==> src/eipb_pkg.sv <==
// Purpose: Constants for the extended interrupt priority bank
// Assumes: Special-function register space with byte-wide data
// Notes:   Bit positions follow the priority register layout
`default_nettype none
package eipb_pkg;
    // ----------------------------------------
    // Register map
    // ----------------------------------------
    localparam logic [7:0] EIPB_PRIO1_ADDR = 8'hf6;
    localparam logic [7:0] EIPB_PRIO1_RESET = 8'h00;
    // ----------------------------------------
    // Field positions
    // ----------------------------------------
    localparam int EIPB_BIT_TIMER3 = 7;
    localparam int EIPB_BIT_CMP1 = 6;
    localparam int EIPB_BIT_CMP0 = 5;
    localparam int EIPB_BIT_PCA = 4;
    localparam int EIPB_BIT_ADCDONE = 3;
    localparam int EIPB_BIT_ADCWIN = 2;
    localparam int EIPB_BIT_RTC = 1;
    localparam int EIPB_BIT_TWOWIRE = 0;
endpackage : eipb_pkg
`default_nettype wire

==> src/eipb_priority_bank.sv <==
// Purpose: Priority register for eight extended interrupt sources
// Assumes: Core special-function bus, single clock, synchronous reset
// Notes:   Levels move on the same edge as the register
// Function
// - Bit 7 sets timer three level
// - Bit 6 sets comparator one level
// - Bit 5 sets comparator zero level
// - Bit 4 sets counter array level
// - Bit 3 sets conversion-complete level
// - Bit 2 sets window-compare level
// - Bit 1 sets real-time clock level
// - Bit 0 sets two-wire port level
`timescale 1ns/100ps
`default_nettype none
module eipb_priority_bank
    import eipb_pkg::*;
(
    // Clock and reset
    input wire logic core_clk,
    input wire logic rst_n,
    // Special-function register access
    input wire logic [7:0] sfrAddr,
    input wire logic sfrWrite,
    input wire logic sfrRead,
    input wire logic [7:0] sfrWdata,
    output logic [7:0] sfrRdata,
    // Priority levels to the core, 1 = high
    output logic timer_three_priority,
    output logic cmp1_priority,
    output logic cmp0_priority,
    output logic counter_array_priority,
    output logic adc_done_priority,
    output logic adc_window_priority,
    output logic rtc_priority,
    output logic twowire_priority
);
    // ----------------------------------------
    // Address decode
    // ----------------------------------------
    // Full eight-bit compare; no aliasing onto neighbouring registers
    function automatic logic eipb_hit(input logic [7:0] addr);
        eipb_hit = (addr == EIPB_PRIO1_ADDR);
    endfunction : eipb_hit

    // ----------------------------------------
    // Decode
    // ----------------------------------------
    logic [7:0] prio_r;
    logic [7:0] prio_nxt;
    logic [7:0] rdata_nxt;
    wire hitPrio = eipb_hit(sfrAddr);
    wire wrPrio = sfrWrite && hitPrio;
    wire rdPrio = sfrRead && hitPrio;
    // Write replaces all eight levels at once
    assign prio_nxt = wrPrio ? sfrWdata : prio_r;
    // Unmapped reads return zero so other banks can be ORed in
    // A read in the write cycle returns the old value
    assign rdata_nxt = rdPrio ? prio_r : 8'h00;

    // ----------------------------------------
    // Register and read data
    // ----------------------------------------
    // all bits stored
    // same register
    // Reset clears the read port too, so no stale byte follows it
    always_ff @(posedge core_clk)
    begin
        if (!rst_n)
        begin
            prio_r <= EIPB_PRIO1_RESET;
            sfrRdata <= 8'h00;
        end
        else
        begin
            prio_r <= prio_nxt;
            sfrRdata <= rdata_nxt;
        end
    end

    // ----------------------------------------
    // Priority outputs
    // ----------------------------------------
    // flopped copy of levels
    // Flopped from prio_nxt so outputs come straight from flops
    // and move on the same edge as the register, adding no delay
    always_ff @(posedge core_clk)
    begin
        if (!rst_n)
        begin
            // Reset levels taken bit by bit from the register reset value
            timer_three_priority <= EIPB_PRIO1_RESET[EIPB_BIT_TIMER3];
            cmp1_priority <= EIPB_PRIO1_RESET[EIPB_BIT_CMP1];
            cmp0_priority <= EIPB_PRIO1_RESET[EIPB_BIT_CMP0];
            counter_array_priority <= EIPB_PRIO1_RESET[EIPB_BIT_PCA];
            adc_done_priority <= EIPB_PRIO1_RESET[EIPB_BIT_ADCDONE];
            adc_window_priority <= EIPB_PRIO1_RESET[EIPB_BIT_ADCWIN];
            rtc_priority <= EIPB_PRIO1_RESET[EIPB_BIT_RTC];
            twowire_priority <= EIPB_PRIO1_RESET[EIPB_BIT_TWOWIRE];
        end
        else
        begin
            timer_three_priority <= prio_nxt[EIPB_BIT_TIMER3];
            cmp1_priority <= prio_nxt[EIPB_BIT_CMP1];
            cmp0_priority <= prio_nxt[EIPB_BIT_CMP0];
            counter_array_priority <= prio_nxt[EIPB_BIT_PCA];
            adc_done_priority <= prio_nxt[EIPB_BIT_ADCDONE];
            adc_window_priority <= prio_nxt[EIPB_BIT_ADCWIN];
            rtc_priority <= prio_nxt[EIPB_BIT_RTC];
            twowire_priority <= prio_nxt[EIPB_BIT_TWOWIRE];
        end
    end

    // ----------------------------------------
    // Check helpers
    // ----------------------------------------
    // Levels as the core sees them, bit order matches the register
    wire [7:0] levelBus = {
        timer_three_priority,
        cmp1_priority,
        cmp0_priority,
        counter_array_priority,
        adc_done_priority,
        adc_window_priority,
        rtc_priority,
        twowire_priority
    };
endmodule : eipb_priority_bank
`default_nettype wire

==> config.mk <==
export PLATFORM = sky130hd
export DESIGN_NAME = eipb_priority_bank
export DESIGN_NICKNAME = d
export VERILOG_FILES = /design/src/eipb_pkg.sv /design/src/eipb_priority_bank.sv
export SDC_FILE = /design/constraint.sdc
export NUM_CORES = 1
export LEC_CHECK = 0
export ABC_AREA = 1
export BUFFER_PORTS_ARGS = -buffer_cell sky130_fd_sc_hd__buf_2
export CAP_MARGIN = 20
export CORE_AREA = 2 2 46 48
export DETAILED_ROUTE_END_ITERATION = 8
export DIE_AREA = 0 0 48 50
export PLACE_DENSITY = 0.69
export SETUP_SLACK_MARGIN = 0.2
export SLEW_MARGIN = 20
export SYNTH_ARGS = -nofsm -noshare
export SYNTH_HDL_FRONTEND = slang
export SYNTH_SLANG_ARGS = --single-unit
==> constraint.sdc <==
create_clock -name core_clk -period 0.8 [get_ports core_clk]
set_input_delay 0.08 -clock core_clk [delete_from_list [all_inputs] [get_ports core_clk]]
set_output_delay 0.08 -clock core_clk [all_outputs]
set_load 0.05 [all_outputs]
# Word-level counts from Yosys, hierarchy flattened
# Index checks and enable logic that the tools add are counted.
[totals]
register_bits = 24
inputBits = 20
word_cells = 15
[op_classes]
eq_ne = 1
n_reduce_logical = 3
n_mux = 1
[ops]
columns = ["op", "count"]
rows = [
  ["$eq A8 B8 Y1 const B", 1],
  ["$mux W8", 1],
  ["$logic_and A1 B1 Y1", 2],
  ["$reduce_and A2 Y1", 1],
]

# Logic depth before layout (Yosys ltp)
[depth]
word_depth = 3
mapped_depth = 7
ltp_nobuf = 7

# Worst setup path before layout
# Ideal clock, no wire load.
[synth_path]
path_kind = "register -> register"
start = "register prio_r[0]"
end = "register prio_r[0]"
path_buffers = 0
t_required_ps = 736
setup_slack_ps = -157
arrival_time_ps = 894
path_stages_with_launch = 5
period_less_slack_ps = 957
path_cell_list = "dfxtp_1 > inv_1 > nand2_1 > inv_1 > nor2_1"
[synth_between]
elab_chain_cells = 1
[synth_rtl]
columns = ["element", "line", "source"]
rows = [
  ["start: declaration", "eipb_priority_bank.sv:48", "logic [7:0] prio_r;"],
  ["start signal: assignment", "eipb_priority_bank.sv:75", "prio_r <= prio_nxt;"],
  ["$mux W8", "eipb_priority_bank.sv:55", "assign prio_nxt = wrPrio ? sfrWdata : prio_r;"],
]
# Every way passes these cells.
# A chain may end at the register's enable or synchronous reset.

==> summary.txt <==
Floorplan
  • Die Y-Extent: 50 um
  • # rows: 16
  • I/O pin count: 36
  • Core Area: 0.00190 mm^2
  • Starting density of the core: 0.361
  • Die area: 0.00240 mm^2
  • Die Width: 48 um

Power
  • Clock power share: 0.365
  • Total power: 1.46 mW
  • Flop pwr share: 0.528
  • Max VDD drop: 0.000618 V
  • Combinational Power Share: 0.107
  • Sw frac: 0.233
  • Sw power: 340 uW
  • Lkg Pwr: 0.630 nW
  • Internal: 1.12 mW
  • Power Density: 1140 mW/mm^2

Synthesis
  • Asr flop ratio synth: 0
  • Post-synthesis cell type count: 10
  • Mapped Cells: 98
  • Register bit total from synthesis: 16
  • Area leader, netlist: dfxtp_1
  • Synth top cells by count: inv_1, nand2_1, nor2_1
  • Synth area leaders: dfxtp_1, inv_1, nand2_1, nor2_1, nand4_1
  • Syn nets: 118
  • EDFF count, synth: 0
  • Main flop type after synthesis: dfxtp_1
  • Syn avg cell area: 7.01 um^2
  • Register area share after synthesis: 0.466
  • Post-synth top area share: 0.466
  • YS warnings: 0
  • Synth Cell Area: 687 um^2
  • Count leader, synth: inv_1

Drt
  • Drt wl/cell: 10.0 um
  • Routed via count: 739
  • Drt first pass iters: 3
  • DRC viols: 0
  • DRT iter0 DRCs: 1
  • Post-DR vias/cell: 4.25
  • Final WL: 1.74 mm
  • Antenna-violating nets left: 0

Cells and area
  • Share of post-route cells with drive strength above 1: 0.660
  • Layout area overhead: 85.8%
  • Filler Cell Count: 160
  • Ant. Diodes: 0
  • Nets@finish: 168

CTS
  • Worst skew pair latency: 290 ps
  • Clock transition at the registers of the reported paths: 100 ps
  • H-tree depth: 1
  • CTS root buf: clkbuf_4
  • Bufs on Longest Clock Path: 2
  • Num CTS Buffers: 3
  • CTS hold repair buffers: 0
  • CTS sink count: 16
  • CTS tree: done

STA
  • Final WS setup: -79.0 ps
  • Tmin final: 879 ps
  • Worst Tran Pin Value: 178 ps
  • RSZ-0062 raised after global routing: true
  • Setup TNS: -951 ps
  • Slew HR: 0.882
  • Max frequency: 1140 MHz
  • Hold slack: 78.3 ps
  • Hold Vio Cnt, Final: 0
  • Post-Route Skew: 8.17 ps
  • Fin crit share: 1.10
  • Final slew viol count: 0
  • Setup violators final: 16

Status
  • Outcome: finished with violations
  • Violated checks: setup timing

Hold path
  • WHS Endpoint: prio_r[0]$_SDFFE_PN0P_
  • Worst Hold Launch: rst_n
  • Hold Crit Depth: 3
  • Min-delay worst type: in2reg

Setup path
  • CP max FO: 2
  • Critical path buffer and inverter count: 1
  • Critical path capture point type: output port
  • Worst endpoint data arrival time: 800 ps
  • Critical-path top delay cell: dfxtp_4
  • FF-to-FF Start: prio_r[6]$_SDFFE_PN0P_
  • Reg-to-reg endpoint: prio_r[6]$_SDFFE_PN0P_
  • Delay-heaviest family, CP: flip-flops
  • Max incr delay on CP: 370 ps
  • R2R setup slack: 40 ps
  • Kind of critical path: reg2out
  • Startpoint types: register
  • R2R depth: 5
  • Cell Chain, Critical Path: buf_8
  • Required @ worst endpoint: 720 ps

GRT
  • First-pass GRT wire length: 2.87 mm
  • Antenna violations before repair: 0
  • Vias in the first global route: 696
  • Total track usage: 0.171
  • GR Overflow Total: 0
  • Pin count of the biggest net entering global routing: 10

Placement
  • Number of port buffers: 35
  • RePlAce Congestion: 0.749
  • HPWL after DPL: 1.19 mm

Run
  • Max-cap violations: 0
## cells in the final DEF, fill, tap and decap left out
| cell | Yosys | routed |
|---|---|---|
| nand2_2 | 2 | 6 |
| dfxtp_2 | 0 | 8 |
| inv_2 | 1 | 11 |
| nand2_1 | 22 | 16 |
| buf_6 | 0 | 5 |
| inv_1 | 25 | 11 |
| inv_4 | 0 | 3 |
| nand2_4 | 0 | 2 |
| inv_12 | 0 | 1 |
| buf_2 | 2 | 17 |
| nor2_4 | 2 | 2 |
| nand4_1 | 9 | 9 |
| buf_8 | 0 | 14 |
| buf_4 | 0 | 11 |
| nor2_1 | 18 | 14 |
| clkbuf_4 | 0 | 3 |
| dfxtp_4 | 0 | 8 |
| clkbuf_8 | 0 | 1 |
| nand3_4 | 1 | 1 |
| nor2_2 | 0 | 4 |
## repair_timing
item / 4_1_cts / 5_1_grt
gates cloned: 0 / 0
endpoints found under the setup margin: 24 / 32
pin swaps: 0 / 7
resized for setup: 40 / 29
buffers inserted: 7 / 0
## kinds of logic (layout without fill, tap and decap cells)
kind of cell | after synthesis | count (layout) | synth area share
flip-flops | 16 | 16 | 0.466
AND/OR/NAND/NOR | 54 | 54 | 0.377
buffers and inverters | 28 | 77 | 0.157
## area by class of cell
class,instances,area [um^2],share of cell area
Clock buffer,4,36.3,0.0284
Inverter,26,118,0.0922
Multi-Input combinational cell,54,294,0.230
Sequential cell,16,360,0.282
Tap cell,27,33.8,0.0265
Timing Repair Buffer,47,434,0.340
## power groups by stage
stage,sequential [mW],combinational [mW],clock [mW]
after floorplan,0.793,0.0693,0
after global placement,0.789,0.139,0
after detailed placement,0.789,0.142,0
after CTS,0.770,0.145,0.541
after global routing,0.771,0.173,0.594
final,0.770,0.156,0.533
## sequential cells by signal, summed over array words and instances (netlist names)
register,count
prio_r,8
sfrRdata,8
## worst max path at each step
stage | slack (ps) | startpoint | endpoint | cells past startpoint
floorplan | 100 | sfrAddr[0] | prio_r[0]$_SDFFE_PN0P_ | 7
global route | -110 | prio_r[0]$_SDFFE_PN0P_ | twowire_priority | 1
global placement | -100 | sfrAddr[0] | prio_r[6]$_SDFFE_PN0P_ | 8
CTS | -80 | prio_r[3]$_SDFFE_PN0P_ | adc_done_priority | 1
finish | -80 | prio_r[0]$_SDFFE_PN0P_ | twowire_priority | 1
detailed placement | -130 | sfrAddr[0] | prio_r[0]$_SDFFE_PN0P_ | 8
## through the flow
stage           util  cell area (um^2)  worst slack [ps]  std cells
2_1_floorplan      -               752              99.8         98
3_3_place_gp   0.518               986              -102        163
3_5_place_dp   0.518               986              -134        163
4_1_cts        0.634              1200             -75.1        174
5_1_grt        0.671              1280              -110        174
6_report       0.671              1280             -79.0        174
## layer usage
layer	share of wire	vias up	wire length (um)	GRT usage
met3	0.057	4	100	0.0366
met4	0.020	0	35	0.0811
li1	-	388	-	-
met5	0	-	0	0
met1	0.35	319	617	0.180
met2	0.57	28	989	0.302
No activity file was read; power rests on OpenSTA's default activity.
